$ cat src/ctw_pkg.sv
// package: register map, field positions and types for the can status and wake block
`default_nettype none
package ctw_pkg;
	localparam int NUM_FIFO = 32;
	localparam logic [7:0] OFF_OVF_SUMMARY = 8'h00;
	localparam logic [7:0] OFF_VECTOR = 8'h04;
	localparam logic [7:0] OFF_TIMER = 8'h08;
	localparam logic [7:0] OFF_CONTROL = 8'h0C;
	localparam logic [7:0] OFF_CONFIG = 8'h10;
	localparam logic [7:0] OFF_INTERRUPT = 8'h14;
	localparam logic [7:0] OFF_FIFO_OVF_FLAG = 8'h18;
	localparam logic [7:0] OFF_FIFO_OVF_IE = 8'h1C;
	localparam logic [7:0] OFF_PENDING = 8'h20;
	localparam logic [7:0] OFF_LAST_STAMP = 8'h24;
	localparam int FIFO_OVF_IE_BIT = 19;
	localparam int FIFO_OVF_FLAG_BIT = 3;
	localparam int INT_RX_OVF_BIT = 11;
	localparam int INT_WAKE_FLAG_BIT = 14;
	localparam int INT_WAKE_IE_BIT = 30;
	localparam int CON_STOP_IN_IDLE_BIT = 13;
	localparam int CON_CAPTURE_EN_BIT = 20;
	localparam int CFG_FILTER_EN_BIT = 22;
	localparam int VEC_CODE_LSB = 0;
	localparam int VEC_FILTER_LSB = 8;
	localparam int TMR_PRESCALE_LSB = 0;
	localparam int TMR_COUNT_LSB = 16;
	localparam logic [6:0] CODE_NONE = 7'h40;
	localparam logic [31:0] TIMER_RESET = 32'h0000_0000;
	localparam int FILTER_TIME_NS = 200;
	localparam int CLK_PERIOD_NS = 10;
	localparam int FILTER_CYCLES = (FILTER_TIME_NS + CLK_PERIOD_NS - 1) / CLK_PERIOD_NS;
	localparam logic TX_RECESSIVE = 1'b1;
	typedef struct packed {
		logic valid;
		logic [4:0] filter;
	} ctw_rx_event_t;
	typedef struct packed {
		logic cyc;
		logic stb;
		logic we;
		logic [7:0] adr;
		logic [3:0] sel;
		logic [31:0] dat;
	} ctw_wb_req_t;
endpackage : ctw_pkg
`default_nettype wire

$ cat src/ctw_wake_filter.sv
// rx pin synchroniser, optional glitch filter and activity detector
`default_nettype none
module ctw_wake_filter
	import ctw_pkg::*;
(
	input wire logic clk,
	input wire logic rst_n,
	input wire logic rx_pin,
	input wire logic filter_en,
	output logic rx_level,
	output logic activity
);
	logic s1_q, s2_q, s3_q;
	logic stable_q;
	logic [7:0] cnt_q;
	logic prev_q;
	wire agree = (s2_q == s3_q);
	wire differ = agree && (s3_q != stable_q);
	wire cnt_done = (cnt_q >= 8'(FILTER_CYCLES - 1));
	// with the filter on a change must last the whole filter time before it counts
	wire take = differ && (!filter_en || cnt_done);
	always_ff @(posedge clk or negedge rst_n) begin
		if (!rst_n) begin
			s1_q <= 1'b1;
			s2_q <= 1'b1;
			s3_q <= 1'b1;
		end else begin
			s1_q <= rx_pin;
			s2_q <= s1_q;
			s3_q <= s2_q;
		end
	end
	always_ff @(posedge clk or negedge rst_n) begin
		if (!rst_n) begin
			stable_q <= 1'b1;
			cnt_q <= 8'h00;
			prev_q <= 1'b1;
		end else begin
			prev_q <= stable_q;
			if (take) begin
				stable_q <= s3_q;
				cnt_q <= 8'h00;
			end else if (differ) begin
				cnt_q <= cnt_q + 8'h01;
			end else begin
				cnt_q <= 8'h00;
			end
		end
	end
	assign rx_level = stable_q;
	// a falling edge to dominant is bus activity
	assign activity = prev_q && !stable_q;
endmodule : ctw_wake_filter
`default_nettype wire

$ cat src/ctw_top.sv
// top: overflow summary, interrupt vector, timestamp timer and sleep/wake logic
`default_nettype none
module ctw_top
	import ctw_pkg::*;
(
	input wire logic CLOCK,
	input wire logic RST_N,
	input wire logic WB_CYC_I,
	input wire logic WB_STB_I,
	input wire logic WB_WE_I,
	input wire logic [7:0] WB_ADR_I,
	input wire logic [3:0] WB_SEL_I,
	input wire logic [31:0] WB_DAT_I,
	output logic [31:0] WB_DAT_O,
	output logic WB_ACK_O,
	input wire logic [NUM_FIFO-1:0] FIFO_OVERFLOW,
	input wire logic [NUM_FIFO-1:0] FIFO_EVENT,
	input wire logic FRAME_VALID,
	input wire logic [4:0] FRAME_FILTER,
	input wire logic ENGINE_TX,
	input wire logic DISABLE_MODE,
	input wire logic DEVICE_SLEEP,
	input wire logic DEVICE_IDLE,
	input wire logic CAN_RX_PIN,
	output logic CAN_TX_PIN,
	output logic MODULE_SLEEPING,
	output logic WAKE_IRQ,
	output logic RX_OVF_IRQ,
	output logic STAMP_VALID,
	output logic [15:0] MESSAGE_TIMESTAMP_FIELD
);
	////////////////////////////////////////////////////////////////////////////////
	function automatic logic [31:0] merge(input logic [31:0] old, input logic [31:0] nw,
			input logic [3:0] sel);
		logic [31:0] r;
		r = old;
		for (int i = 0; i < 4; i++) begin
			if (sel[i]) begin
				r[i*8 +: 8] = nw[i*8 +: 8];
			end
		end
		return r;
	endfunction : merge
	function automatic logic [6:0] top_code(input logic [NUM_FIFO-1:0] pend);
		logic [6:0] c;
		c = CODE_NONE;
		for (int i = 0; i < NUM_FIFO; i++) begin
			if (pend[i]) begin
				c = 7'(i);
			end
		end
		return c;
	endfunction : top_code
	////////////////////////////////////////////////////////////////////////////////
	ctw_wb_req_t req;
	logic ack_q;
	logic [31:0] rdata_q;
	logic [31:0] control_q, config_q, timer_q, ovf_ie_q, ovf_flag_q, summary_q;
	logic [31:0] pend_q;
	logic wake_ie_q, wake_flag_q;
	logic [4:0] filter_q;
	logic [15:0] presc_cnt_q;
	logic [15:0] stamp_q;
	logic stamp_valid_q;
	logic rx_level, activity;
	assign req = '{cyc: WB_CYC_I, stb: WB_STB_I, we: WB_WE_I, adr: WB_ADR_I,
		sel: WB_SEL_I, dat: WB_DAT_I};
	wire access = req.cyc && req.stb && !ack_q;
	wire wr = access && req.we;
	wire wr_control = wr && (req.adr == OFF_CONTROL);
	wire wr_config = wr && (req.adr == OFF_CONFIG);
	wire wr_timer = wr && (req.adr == OFF_TIMER);
	wire wr_interrupt = wr && (req.adr == OFF_INTERRUPT);
	wire wr_ovf_flag = wr && (req.adr == OFF_FIFO_OVF_FLAG);
	wire wr_ovf_ie = wr && (req.adr == OFF_FIFO_OVF_IE);
	wire wr_pending = wr && (req.adr == OFF_PENDING);
	////////////////////////////////////////////////////////////////////////////////
	// sleep decode and pin protection
	wire stop_in_idle = control_q[CON_STOP_IN_IDLE_BIT];
	wire sleeping = DEVICE_SLEEP || (DEVICE_IDLE && stop_in_idle);
	// the filter also runs in disable so a noisy bus cannot wake a parked module
	wire filter_on = config_q[CFG_FILTER_EN_BIT] && (sleeping || DISABLE_MODE);
	ctw_wake_filter u_filter (
		.clk(CLOCK),
		.rst_n(RST_N),
		.rx_pin(CAN_RX_PIN),
		.filter_en(filter_on),
		.rx_level(rx_level),
		.activity(activity)
	);
	// engine tx is ignored while asleep, even if software broke the sleep rule
	wire tx_d = sleeping ? TX_RECESSIVE : ENGINE_TX;
	logic tx_q;
	////////////////////////////////////////////////////////////////////////////////
	// overflow flags and summary
	wire [31:0] clr_ovf_mask = wr_ovf_flag ? (req.dat & {32{req.sel[0]}}) : 32'h0000_0000;
	wire [31:0] ovf_flag_d = FIFO_OVERFLOW | (ovf_flag_q & ~clr_ovf_mask);
	wire [31:0] summary_d = (summary_q | (FIFO_OVERFLOW & ovf_ie_q)) & ovf_flag_d;
	wire rx_ovf_flag = |summary_q;
	// fifo event pending bits; set beats a same-cycle clear
	wire [31:0] pend_clr = wr_pending ? req.dat : 32'h0000_0000;
	wire [31:0] pend_d = FIFO_EVENT | (pend_q & ~pend_clr);
	wire [6:0] code = top_code(pend_q);
	////////////////////////////////////////////////////////////////////////////////
	// timestamp timer
	wire [15:0] prescale = timer_q[TMR_PRESCALE_LSB +: 16];
	wire [15:0] ts_count = timer_q[TMR_COUNT_LSB +: 16];
	wire tick = (presc_cnt_q >= prescale);
	// self-received frames arrive on the same valid strobe, so every frame is stamped unless the module is sleeping
	wire capture = FRAME_VALID && !sleeping;
	wire wake_set = sleeping && activity && wake_ie_q;
	wire wake_clr = wr_interrupt && req.sel[1] && !req.dat[INT_WAKE_FLAG_BIT];
	////////////////////////////////////////////////////////////////////////////////
	wire [31:0] vector_word = {19'h0, filter_q, 1'b0, code};
	wire [31:0] interrupt_word = {1'b0, wake_ie_q, 15'h0, wake_flag_q, 2'h0,
		rx_ovf_flag, 11'h0};
	wire [31:0] rd_mux =
		(req.adr == OFF_OVF_SUMMARY) ? summary_q :
		(req.adr == OFF_VECTOR) ? vector_word :
		(req.adr == OFF_TIMER) ? timer_q :
		(req.adr == OFF_CONTROL) ? control_q :
		(req.adr == OFF_CONFIG) ? config_q :
		(req.adr == OFF_INTERRUPT) ? interrupt_word :
		(req.adr == OFF_FIFO_OVF_FLAG) ? (ovf_flag_q << FIFO_OVF_FLAG_BIT) & 32'h0000_0008 :
		(req.adr == OFF_FIFO_OVF_IE) ? ovf_ie_q :
		(req.adr == OFF_PENDING) ? pend_q :
		(req.adr == OFF_LAST_STAMP) ? {16'h0, stamp_q} : 32'h0000_0000;
	////////////////////////////////////////////////////////////////////////////////
	always_ff @(posedge CLOCK or negedge RST_N) begin
		if (!RST_N) begin
			ack_q <= 1'b0;
			rdata_q <= 32'h0000_0000;
		end else begin
			ack_q <= access;
			if (access && !req.we) begin
				rdata_q <= rd_mux;
			end
		end
	end
	always_ff @(posedge CLOCK or negedge RST_N) begin
		if (!RST_N) begin
			control_q <= 32'h0000_0000;
			config_q <= 32'h0000_0000;
			ovf_ie_q <= 32'h0000_0000;
			wake_ie_q <= 1'b0;
		end else begin
			if (wr_control) control_q <= merge(control_q, req.dat, req.sel);
			if (wr_config) config_q <= merge(config_q, req.dat, req.sel);
			if (wr_ovf_ie) ovf_ie_q <= merge(ovf_ie_q, req.dat, req.sel);
			if (wr_interrupt && req.sel[3]) wake_ie_q <= req.dat[INT_WAKE_IE_BIT];
		end
	end
	always_ff @(posedge CLOCK or negedge RST_N) begin
		if (!RST_N) begin
			ovf_flag_q <= 32'h0000_0000;
			summary_q <= 32'h0000_0000;
			pend_q <= 32'h0000_0000;
			wake_flag_q <= 1'b0;
			filter_q <= 5'h00;
		end else begin
			ovf_flag_q <= ovf_flag_d;
			summary_q <= summary_d;
			pend_q <= pend_d;
			wake_flag_q <= wake_set || (wake_flag_q && !wake_clr);
			if (capture) filter_q <= FRAME_FILTER;
		end
	end
	always_ff @(posedge CLOCK or negedge RST_N) begin
		if (!RST_N) begin
			timer_q <= TIMER_RESET;
			presc_cnt_q <= 16'h0000;
		end else if (wr_timer) begin
			timer_q <= merge(timer_q, req.dat, req.sel);
			presc_cnt_q <= 16'h0000;
		end else if (!sleeping) begin
			// timer halts while asleep since the module is powered down
			presc_cnt_q <= tick ? 16'h0000 : presc_cnt_q + 16'h0001;
			if (tick) timer_q[TMR_COUNT_LSB +: 16] <= ts_count + 16'h0001;
		end
	end
	always_ff @(posedge CLOCK or negedge RST_N) begin
		if (!RST_N) begin
			stamp_q <= 16'h0000;
			stamp_valid_q <= 1'b0;
			tx_q <= TX_RECESSIVE;
		end else begin
			stamp_valid_q <= capture && control_q[CON_CAPTURE_EN_BIT];
			if (capture) stamp_q <= ts_count;
			tx_q <= tx_d;
		end
	end
	////////////////////////////////////////////////////////////////////////////////
	assign WB_ACK_O = ack_q;
	assign WB_DAT_O = rdata_q;
	assign CAN_TX_PIN = tx_q;
	assign MODULE_SLEEPING = sleeping;
	assign WAKE_IRQ = wake_flag_q;
	assign RX_OVF_IRQ = rx_ovf_flag;
	assign STAMP_VALID = stamp_valid_q;
	assign MESSAGE_TIMESTAMP_FIELD = stamp_q;
endmodule : ctw_top
`default_nettype wire

$ cat config.mk
export PLATFORM = sky130hd
export DESIGN_NAME = ctw_top
export DESIGN_NICKNAME = d
export VERILOG_FILES = /design/src/ctw_pkg.sv /design/src/ctw_wake_filter.sv /design/src/ctw_top.sv
export SDC_FILE = /design/constraint.sdc
export NUM_CORES = 1
export LEC_CHECK = 0
export ABC_CLOCK_PERIOD_IN_PS = 2800
export BUFFER_PORTS_ARGS = -buffer_cell sky130_fd_sc_hd__buf_2
export CORE_ASPECT_RATIO = 0.75
export CORE_MARGIN = 10
export CORE_UTILIZATION = 59
export DETAILED_ROUTE_END_ITERATION = 7
export GPL_TIMING_DRIVEN = 0
export PLACE_DENSITY = 0.84
export SLEW_MARGIN = 20
export SYNTH_ARGS = -nofsm -noshare
export SYNTH_HDL_FRONTEND = slang
export SYNTH_SLANG_ARGS = --single-unit
$ cat constraint.sdc
create_clock -name CLOCK -period 2.8 [get_ports CLOCK]
set_clock_uncertainty 0.05 [all_clocks]
set_input_delay 0.56 -clock CLOCK [delete_from_list [all_inputs] [get_ports CLOCK]]
set_output_delay 0.56 -clock CLOCK [all_outputs]
set_load 0.05 [all_outputs]
Yosys cells after proc, flatten, opt, wreduce, memory -nomap -nowiden. Cells that the tools add are included.

Flip-flop bits (word level): 311. Input bits: 124. Output and inout port bits: 54. Logic and storage cells: 172.

Add/sub/neg operators: 3. Order comparisons: 2. Equal/unequal tests: 14. Multiplexer cells: 55. Bitwise logic cells: 10. Reduce and logical (&&, ||, !) cells: 54.

Operators with widths (number): $mux 32 (11); $mux 7 (32); $and 32x32->32 (5); $mux 16 (7); $or 32x32->32 (3); $not 32->32 (2); $add 16x1->16 const B (2); $eq 8x5->1 const B (4); $mux 8 (4); $reduce_or 32->1 (1); $reduce_and 2->1 (14); $logic_and 1x1->1 (24); $eq 8x4->1 const B (2); $eq 8x6->1 const B (2); $ge 16x16->1 (1); $add 8x1->8 const B (1); $eq 8x3->1 const B (1); $ge 8x5->1 const B (1); $logic_not 8->1 (1); $logic_not 1->1 (7); $ne 2x2->1 const B (3); $reduce_and 3->1 (2); $logic_or 1x1->1 (4); $reduce_bool 2->1 (1); other kinds (3) (3).

Longest topological paths before layout. Gate-level depths: netlist of the first run.

Depth after elaboration: 34. Mapped depth: 10. Depth with buffers taken out: 8.

By module. A second synthesis of the first run with hierarchy kept.

Cell total of the unflattened synthesis: 1436. Area, all modules: 15183.3 µm².

By module, submodules not included: ctw_top (instances 1, cells each 1397, area an instance 14665.3 µm², seq. area each 7458.4 µm²); ctw_wake_filter (instances 1, cells each 39, area an instance 518.0 µm², seq. area each 331.6 µm²).

Worst setup path after synthesis of the first run. OpenSTA, ideal clock, no wires.

Kind: register to register. From: register presc_cnt_q[5]. To: register timer_q[28]. Library setup time: 121 ps. Arrival: 2303 ps. Data required time: 2629 ps. Setup slack: 326 ps. Cell stages (with the launch flop): 9. Buffers on the path: 1. Clock period less this slack: 2474 ps. Cells stage by stage: dfrtp_1 ha_1 a2111o_1 a31oi_1 o21ai_1 a2111o_1 and2_1 buf_2 a22o_1.

Word-level cells in the longest chain between the ends: 3.

Ends and longest elaborated chain: start, declared (RTL line ctw_top.sv:62) `logic [15:0] presc_cnt_q;`; start signal, assigned (RTL line ctw_top.sv:177) `presc_cnt_q <= tick ? 16'h0000 : presc_cnt_q + 16'h0001;`; $ge 16x16->1 (RTL line ctw_top.sv:108) `wire tick = (presc_cnt_q >= prescale);`; $reduce_bool 2->1 (no line); $reduce_and 3->1 (no line); end signal, assigned (RTL line ctw_top.sv:173) `timer_q <= merge(timer_q, req.dat, req.sel);`; end signal, assigned by index (RTL line ctw_top.sv:178) `if (tick) timer_q[TMR_COUNT_LSB +: 16] <= ts_count + 16'h0001;`; end, declared (RTL line ctw_top.sv:58) `logic [31:0] control_q, config_q, timer_q, ovf_ie_q, ovf_flag_q, summary_q;`.

No other way between the ends. A chain may end at the register's enable or synchronous reset.

Final worst setup path of the first run.
From: input port WB_ADR_I[1]. To: register rdata_q[13], in the netlist WB_DAT_O[13].

Word-level cells in the longest chain between the ends: 11. Elaborated cells between the ends (all ways): 20. Classes of those cells: 9 x eq/ne; 10 x mux; 1 x reduce/logical.

Ends and longest elaborated chain: start, declared (RTL line ctw_top.sv:11) `input wire logic [7:0] WB_ADR_I,`; $eq 8x6->1 (RTL line ctw_top.sv:127) `(req.adr == OFF_LAST_STAMP) ? {16'h0, stamp_q} : 32'h0000_0000;`; $mux 16 (RTL line ctw_top.sv:127); $mux 32 (RTL line ctw_top.sv:126) `(req.adr == OFF_PENDING) ? pend_q :`; $mux 32 (RTL line ctw_top.sv:125) `(req.adr == OFF_FIFO_OVF_IE) ? ovf_ie_q :`; $mux 32 (RTL line ctw_top.sv:124) `(req.adr == OFF_FIFO_OVF_FLAG) ? (ovf_flag_q << FIFO_OVF_FLAG_BIT) & 32'h0000_0008 :`; $mux 32 (RTL line ctw_top.sv:123) `(req.adr == OFF_INTERRUPT) ? interrupt_word :`; $mux 32 (RTL line ctw_top.sv:122) `(req.adr == OFF_CONFIG) ? config_q :`; $mux 32 (RTL line ctw_top.sv:121) `(req.adr == OFF_CONTROL) ? control_q :`; $mux 32 (RTL line ctw_top.sv:120) `(req.adr == OFF_TIMER) ? timer_q :`; $mux 32 (RTL line ctw_top.sv:119) `(req.adr == OFF_VECTOR) ? vector_word :`; $mux 32 * (RTL line ctw_top.sv:118) `(req.adr == OFF_OVF_SUMMARY) ? summary_q :`; end signal, assigned (RTL line ctw_top.sv:136) `rdata_q <= rd_mux;`; end, declared (RTL line ctw_top.sv:57) `logic [31:0] rdata_q;`.

Mark *: on every way between the ends. The rest lies on a longest branch, timed or not.

==> flow_metrics.tcl, run 1 <==
set metrics [dict create \
    die_area_um2 32400 \
    dpl.hpwl_mm 41.0 \
    die_h_um 158 \
    hold_depth 1 \
    dpl_cell_area_um2 16500 \
    synth_edf_count 0 \
    cts_root_buf "clkbuf_16" \
    rsz0062_at_grt "true" \
    nFillCells 1887 \
    use_met3_pct 10.4 \
    drv_cap 0 \
    clkTransAtPathRegs_ps 60 \
    clkSinkCount 311 \
    yosysSeqAreaShare_pct 51.7 \
    r2r-start "control_q[13]" \
    yosys.area.top_type "dfrtp_1" \
    pwr_density_cell_nw_per_um2 557 \
    timing.max_slew.rel_slack_pct 29.2 \
    synth_ff_type "dfrtp_1" \
    synth_cells 1464 \
    crit_start "WB_ADR_I[1]" \
    worst_pin_slew_ps 1060 \
    syn_area_per_cell_um2 10.3 \
    synthToLayoutAreaGrowth_pct 16.5 \
    cts_tree "yes" \
    cp.arrival_ps 3180 \
    setup_violations 3 \
    crit_family "simple AND/OR/NAND/NOR gates" \
    cp.required_ps 3160 \
    start_util_pct 60.2 \
    min-delay-path-class "in2reg" \
    ys_ff_latch 311 \
    numPortBuffers 175 \
    fin_area_um2 17600 \
    path_buf_inv 3 \
    max_stage_delay_ps 540 \
    routed_via_density 6.59 \
    worstHoldStart "CAN_RX_PIN" \
    use_met1_pct 47.3 \
    netlist_top_cells_area "dfrtp_1 51%, mux2_2 10%, nand2_1 4.3%" \
    crit_fanout 10 \
    fin_hold_ws_ps 47.0 \
    timing.critical_path.to_type "flip-flop" \
    insertion_delay_ps 580 \
    cts_buffers 30 \
    critPathKind "in2reg" \
    track_usage_pct 33.4 \
    ioPinCount 178 \
    fin_crit_ps 2820 \
    routed-via-count 13500 \
    worstPathCellList "buf_2 > nor4_2 > buf_2 > nand2_1 > nor2_2 > buf_2 > a32oi_1 > a21oi_1 > o21ai_0" \
    htreeDepth 1 \
    clockBufferDepth 3 \
    grt_first_pass_wirelength_mm 82.5 \
    cp-start-kind "input pin" \
    antenna_found_initial 1 \
    violations "setup timing" \
    yosysUniqueCellTypes 82 \
    status "complete, but fails checks" \
    drtIter0Drc 2032 \
    drc 0 \
    first_global_vias 13300 \
    finalCritPeriodShare_pct 101 \
    rr_worst_depth 6 \
    use_met2_pct 48.4 \
    fin_tns_setup_ps -39.2 \
    layout.nets 1824 \
    grt_max_degree 97 \
    drt_pass1_iterations 8 \
    gp_congestion 1.05 \
    fmaxAchievable_ghz 0.355 \
    synth_area_um2 15100 \
    rows 50 \
    cp_common_cell "buf_2" \
    final_cell_mix "304 x dfrtp_1, 198 x buf_2, 174 x nand2_1, 136 x mux2_2, 118 x a21oi_1" \
    wl_per_cell_um 26.9 \
    async_flop_share_pct 100 \
    worst-path-stages 9 \
    ant_nets 0 \
    busiest_layer "met2" \
    crit_slowest_cell "nor4_2" \
    yosys_warnings 0 \
    layout-drive-gt1-share_pct 26.1 \
    p_leak_nw 7.94 \
    hold_viol_final 0 \
    core_um2 25000 \
    layout_commonest_cell "dfrtp_1" \
    wl_mm 54.8 \
    fin_ws_ps -19.6 \
    gr-total-overflow 0 \
    ir_drop_mv 0.530 \
    synth_top_area_share_pct 50.7 \
    maxSlewViolCount 0 \
    die_x_um 205 \
]
## sequential cells by signal, summed over array words and instances, names as in the netlist, 8 cells and up
register and flops:
u_filter.cnt_q 8, MESSAGE_TIMESTAMP_FIELD 16, control_q 32, ovf_ie_q 32, pend_q 32, ovf_flag_q 32, timer_q 32, presc_cnt_q 16
config_q 32, WB_DAT_O 32, summary_q 32
## cells in the mapped netlist, types with 22 or more instances
cell type / n
clkbuf_1: 30
a21oi_1: 119
mux2_2: 136
inv_1: 67
dfrtp_1: 305
o21ai_0: 84
nand3_1: 38
nand2_1: 174
mux2i_1: 26
nor2_1: 108
a21o_1: 39
a31oi_1: 22
buf_2: 24
## area by class of cell
class | count | area [um^2] | area share [%]
sequential | 311 | 7790 | 44.4
multi-input combinational | 1026 | 6850 | 39.0
timing repair buffer | 184 | 1020 | 5.79
clock buffer | 46 | 891 | 5.08
tap | 338 | 423 | 2.41
buffer | 61 | 277 | 1.58
inverter | 67 | 251 | 1.43
clock inverter | 7 | 46.3 | 0.264
antenna | 1 | 2.50 | 0.0143
## cell families (layout without fill, tap and decap cells)
family | Yosys count | after routing | synth area share [%]
and+or+nand+nor | 449 | 449 | 14.2
adders and majority gates | 19 | 19 | 1.58
muxes | 165 | 165 | 12.2
other | 1 | 4 | 0.0249
DFF | 311 | 311 | 51.7
xor gates and xnor gates | 5 | 5 | 0.291
buffers and inverters | 129 | 365 | 3.49
AOI/OAI and AO/OA | 385 | 385 | 16.5
## final timing paths
check                                 end  slack (ps)
min in group asynchronous  presc_cnt_q[8]         450
hold reg to reg             u_filter.s2_q         320
setup reg to reg              timer_q[27]          50
setup / recovery             WB_DAT_O[13]         -20
hold / removal              u_filter.s1_q          50
max in group asynchronous      CAN_TX_PIN        1050
## where the power goes
group / switching [mW] / internal [mW]
Combinational: 0.715 / 0.314
Sequential: 0.176 / 4.63
Clock: 1.77 / 2.18
Total: 2.66 / 7.13
## layer usage
metal	share of wire, %	up-vias
met3	15	130
li1	-	5719
met1	40	6668
met5	0	-
met4	3.2	0
met2	42	936
## repair_timing
| item | 4_1_cts | 5_1_grt |
|---|---|---|
| gates resized for setup | 12 | 11 |
| hold buffers | 1 | 0 |
| setup buffers | 1 | 4 |
| pin swaps | 1 | 4 |
| hold endpoints to repair | 58 | 0 |
| endpoints found under the setup margin | 102 | 81 |
## stage by stage
step | cells | util [%] | setup slack, ps | power, mW
final | 2041 | 70.1 | -19.6 | 9.78
after global routing | 2040 | 70.1 | 5.98 | 10.0
after CTS | 2037 | 69.9 | 15.9 | 9.74
after detailed placement | 1982 | 65.8 | -830 | 5.86
after global placement | 1979 | 65.4 | -4620 | 5.81
after floorplan | 1466 | - | 326 | 5.33
Note: power is estimated with default switching activity, not from simulation.
==> run 2, diff against run 1 <==
--- a/config.mk
+++ b/config.mk
@@ -12,8 +12,10 @@
 export CORE_UTILIZATION = 59
 export DETAILED_ROUTE_END_ITERATION = 7
 export GPL_TIMING_DRIVEN = 0
+export MAX_ROUTING_LAYER = met4
 export PLACE_DENSITY = 0.84
 export SLEW_MARGIN = 20
 export SYNTH_ARGS = -nofsm -noshare
 export SYNTH_HDL_FRONTEND = slang
+export SYNTH_HIERARCHICAL = 1
 export SYNTH_SLANG_ARGS = --single-unit
==> flow_metrics.tcl, run 2 <==
set metrics [dict create \
    layout-drive-gt1-share_pct 27.5 \
    clkSinkCount 311 \
    crit_start "summary_q[4]" \
    fin_crit_ps 2890 \
    status "complete, but fails checks" \
    yosysMostFrequentCell "dfrtp_1" \
    die_area_um2 32600 \
    synth_edf_count 0 \
    rr_worst_depth 6 \
    area.sequential_um2 7790 \
    hold_depth 1 \
    grt_first_pass_wirelength_mm 82.8 \
    setup_violations 1 \
    busiest_layer "met1" \
    worstHoldStart "CAN_RX_PIN" \
    hold_viol_final 0 \
    yosys_warnings 6 \
    use_met1_pct 49.0 \
    final_cell_mix "304 x dfrtp_1, 199 x buf_2, 134 x nand2_1, 127 x mux2_2, 125 x a21oi_1" \
    ir_drop_mv 0.502 \
    drc 0 \
    syn_area_per_cell_um2 10.6 \
    final_util_pct 70.8 \
    htreeDepth 1 \
    synth_ff_type "dfrtp_1" \
    ioPinCount 178 \
    synth_top_area_share_pct 50.3 \
    nFillCells 1846 \
    timing.max_slew.rel_slack_pct 28.1 \
    track_usage_pct 34.0 \
    wl_per_cell_um 27.5 \
    core_um2 25100 \
    die_h_um 159 \
    cts_tree "yes" \
    yosysUniqueCellTypes 96 \
    antenna_found_initial 2 \
    maxSlewViolCount 0 \
    use_met2_pct 48.3 \
    synth_area_um2 15200 \
    yosysSeqAreaShare_pct 51.3 \
    routed-via-count 13400 \
    r2r-start "control_q[13]" \
    multiInputGateArea_um2 6880 \
    layout_commonest_cell "dfrtp_1" \
    min-delay-path-class "in2reg" \
    rows 50 \
    finalCritPeriodShare_pct 103 \
    synth_cells 1436 \
    cts_root_buf "clkbuf_16" \
    fmaxAchievable_ghz 0.346 \
    use_met3_pct 7.49 \
    synthToLayoutAreaGrowth_pct 17.3 \
    routed_via_density 6.65 \
    worst_pin_slew_ps 1070 \
    ant_nets 0 \
    wl_mm 55.5 \
    cts_buffers 30 \
    netlist_top_cells_area "dfrtp_1 50%, mux2_2 9.4%, a21oi_1 4.1%" \
    dpl_worst_slack_ps -553 \
    layout.nets 1796 \
    numPortBuffers 174 \
    first_global_vias 13200 \
    cp.arrival_ps 2280 \
    dpl.hpwl_mm 41.3 \
    pwr_density_cell_nw_per_um2 635 \
    insertion_delay_ps 580 \
    die_x_um 205 \
    p_leak_nw 7.82 \
    start_util_pct 60.4 \
    cp.required_ps 2190 \
    clockBufferDepth 3 \
    ys_ff_latch 311 \
    yosys.area.top_type "dfrtp_1" \
    gr-total-overflow 0 \
    critPathKind "reg2out" \
    drtIter0Drc 1589 \
    crit_fanout 3 \
    timing.critical_path.to_type "output port" \
    async_flop_share_pct 100 \
    violations "setup timing" \
    drt_pass1_iterations 6 \
    gp_congestion 1.04 \
    rsz0062_at_grt "true" \
    cp-start-kind "flip-flop" \
    drv_cap 0 \
    synth_common_cells "305 x dfrtp_1, 135 x nand2_1, 127 x mux2_2" \
    grt_max_degree 98 \
    power.total_mw 11.3 \
    clkTransAtPathRegs_ps 70 \
    fin_ws_ps -92.6 \
]
## run 2: changes by cell type after synthesis, moves of 7 or more
cell      previous run  this run
a31oi_1             22        40
nor2_1             108       122
mux2i_1             26         9
nand3_4              0         8
nand2_1            174       135
a22oi_1              8        18
clkbuf_1            30        23
a221oi_1            18         8
mux2_2             136       127
nor2b_1             11         4
mux2_1               0         9
o21ai_0             84        53
a22o_1              11        27
## run 2: path summary, 6_finish.rpt
path                                   end  slack (ps)
max reg2reg                presc_cnt_q[13]         140
max                             RX_OVF_IRQ         -90
min                          u_filter/s1_q          50
max in group asynchronous     WB_DAT_O[19]         920
min in group asynchronous   presc_cnt_q[2]         470
min reg2reg                  u_filter/s2_q         310
## run 2: cell type report
type	instances	share of cell area (%)
Antenna cell	1	0.0140
Buffer	63	1.90
Clock buffer	33	4.51
Clock inverter	23	1.79
Inverter	63	1.33
Multi-Input combinational cell	1001	38.6
Sequential cell	311	43.7
Tap cell	338	2.37
Timing Repair Buffer	183	5.73
## run 2: cell families after synthesis
| family | synth area share (%) |
|---|---|
| muxes | 10.8 |
| adders and majority gates | 1.57 |
| other | 0.0247 |
| DFF | 51.3 |
| buffers and inverters | 3.77 |
| AOI/OAI and AO/OA | 17.6 |
| and+or+nand+nor | 14.7 |
| xor gates and xnor gates | 0.231 |
## run 2: what timing repair did
action	4_1_cts	5_1_grt
pin swaps	5	4
gates resized for setup	11	5
endpoints found under the setup margin	11	5
hold buffers	1	0
buffers inserted	3	2
hold endpoints to repair	60	0
## run 2: worst max-delay path: stages, from the launching register on
cell,delay [ps]
dfrtp_1,440
nor4_2,310
nand2_1,190
or4_4,600
buf_8,180
## run 2: stage by stage
stage	hold slack (ps)	instance area [um^2]	std cells	setup TNS (ps)
final	45.1	17800	2016	-92.6
after global routing	33.3	17800	2016	-119
after CTS	37.9	17800	2013	-50.8
after detailed placement	298	16600	1953	-10120
after global placement	301	16500	1950	-1434870
after floorplan	214	15200	1438	0
## run 2: layer usage
| layer | vias up | part of all wire (%) | wire length, um |
|---|---|---|---|
| met3 | 98 | 12 | 6700 |
| met2 | 889 | 44 | 24300 |
| met4 | 0 | 2.1 | 1170 |
| met1 | 6717 | 42 | 23300 |
| met5 | - | 0 | 0 |
| li1 | 5698 | - | - |
## run 2: power by group
| part | internal, mW | total (mW) | switching, mW |
|---|---|---|---|
| logic | 0.477 | 1.64 | 1.17 |
| registers | 4.74 | 5.05 | 0.310 |
| clock network | 2.73 | 4.61 | 1.88 |
==> run 3, diff against run 2 <==
--- a/config.mk
+++ b/config.mk
@@ -13,7 +13,7 @@
 export DETAILED_ROUTE_END_ITERATION = 7
 export GPL_TIMING_DRIVEN = 0
 export MAX_ROUTING_LAYER = met4
-export PLACE_DENSITY = 0.84
+export PLACE_DENSITY_LB_ADDON = 0.05
 export SLEW_MARGIN = 20
 export SYNTH_ARGS = -nofsm -noshare
 export SYNTH_HDL_FRONTEND = slang
==> flow_metrics.tcl, run 3 (synthesis results as in run 2) <==
set metrics [dict create \
    status "complete, but fails checks" \
    violations "setup timing" \
    routed-via-count 13300 \
    layout_commonest_cell "dfrtp_1" \
    pwr_density_cell_nw_per_um2 629 \
    clkSinkCount 311 \
    nFillCells 1930 \
    critPathKind "reg2out" \
    cp.required_ps 2190 \
    ant_nets 0 \
    cts_buffers 30 \
    cts_root_buf "clkbuf_16" \
    track_usage_pct 34.3 \
    antenna_found_initial 2 \
    ioPinCount 178 \
    power.total_mw 11.2 \
    cp-start-kind "flip-flop" \
    routed_via_density 6.64 \
    rows 50 \
    rr_worst_depth 7 \
    finalCritPeriodShare_pct 103 \
    ir_drop_mv 0.567 \
    r2r-start "presc_cnt_q[5]" \
    hold_viol_final 0 \
    dpl_cell_area_um2 16600 \
    reg2reg_to "timer_q[30]" \
    reg2reg_slack_ps 90 \
    rsz0062_at_grt "true" \
    layout-drive-gt1-share_pct 27.4 \
    clkTransAtPathRegs_ps 60 \
    gp_congestion 1.02 \
    timing.critical_path.to_type "output port" \
    maxSlewViolCount 0 \
    worst_pin_slew_ps 1050 \
    dpl.hpwl_mm 41.6 \
    drt_pass1_iterations 6 \
    min-delay-path-class "in2reg" \
    first_global_vias 13300 \
    fin_ws_ps -95.1 \
    worstHoldStart "CAN_RX_PIN" \
    layout.nets 1793 \
    die_area_um2 32600 \
    dpl_worst_slack_ps -635 \
    crit_fanout 3 \
    drtIter0Drc 1577 \
    cts_tree "yes" \
    fin_crit_ps 2900 \
    wl_per_cell_um 27.7 \
    timing.max_slew.rel_slack_pct 29.8 \
    drc 0 \
    fmaxAchievable_ghz 0.345 \
    setup_violations 2 \
    fin_area_um2 17800 \
    die_h_um 159 \
    grt_first_pass_wirelength_mm 82.9 \
    wl_mm 55.6 \
    cp.arrival_ps 2290 \
    start_util_pct 60.4 \
    hold_end "u_filter/s1_q" \
    core_um2 25100 \
    final_cell_mix "302 x dfrtp_1, 200 x buf_2, 134 x nand2_1, 127 x mux2_2, 124 x a21oi_1" \
    fin_hold_ws_ps 46.5 \
    p_leak_nw 7.78 \
    gr-total-overflow 0 \
    htreeDepth 1 \
    final_util_pct 70.7 \
    die_x_um 205 \
    insertion_delay_ps 570 \
    hold_depth 1 \
    grt_max_degree 97 \
    numPortBuffers 174 \
    drv_cap 0 \
    synthToLayoutAreaGrowth_pct 17.1 \
    clockBufferDepth 3 \
]
[run 3: cell types whose count changed in the layout (fill, tap and decap cells not counted), sizes merged]
cell / delta
bufinv: -2
inv: -2
clkinv: -5
clkinvlp: -2
buf: -3
clkbuf: +9
[run 3: worst max-delay path by stage]
stage / start / to
after floorplan: WB_ACK_O / control_q[10]
after global placement: RST_N / ovf_flag_q[19]
after detailed placement: WB_ADR_I[3] / WB_DAT_O[4]
after CTS: summary_q[27] / RX_OVF_IRQ
after global routing: summary_q[9] / RX_OVF_IRQ
final: summary_q[14] / RX_OVF_IRQ
[run 3: stage by stage]
step | setup TNS (ps) | cells
after floorplan | 0 | 1438
after global placement | -1458630 | 1950
after detailed placement | -17600 | 1953
after CTS | -13.2 | 2008
after global routing | -47.7 | 2011
final | -111 | 2011
[run 3: where the power goes]
| part | internal [mW] | switching, mW |
|---|---|---|
| Combinational | 0.471 | 1.17 |
| Clock | 2.68 | 1.80 |
| Sequential | 4.74 | 0.314 |
[run 3: layout make-up]
cell class / instances / area (um^2) / share of cell area, %
clock buffer: 42 / 897 / 5.05
clock inverter: 12 / 191 / 1.08
buffer: 63 / 335 / 1.89
multi-input combinational: 1001 / 6900 / 38.8
inverter: 63 / 236 / 1.33
timing repair buffer: 180 / 995 / 5.60
antenna: 1 / 2.50 / 0.0141
tap: 338 / 423 / 2.38
sequential: 311 / 7790 / 43.8
[run 3: what timing repair did]
item                                   4_1_cts  5_1_grt
resized for setup                           12        7
setup buffers                                0        2
endpoints found under the hold margin       56        0
hold buffers                                 1        0
setup endpoints to repair                   16       38
pin swaps                                    5        5
[run 3: critical path, stage by stage (launching register included)]
cell and delay, ps:
dfrtp_1 430, nor4_1 320, nand2_1 180, or4_4 600, buf_6 180
[run 3: routing by layer]
| layer | vias to the layer above | track usage [%] | wire length [um] | part of all wire, % |
|---|---|---|---|---|
| met1 | 6686 | 47.1 | 23200 | 42 |
| met3 | 123 | 12.1 | 7380 | 13 |
| li1 | 5695 | - | - | - |
| met5 | - | - | 0 | 0 |
| met4 | 0 | 9.60 | 1700 | 3.1 |
| met2 | 841 | 47.1 | 23300 | 42 |
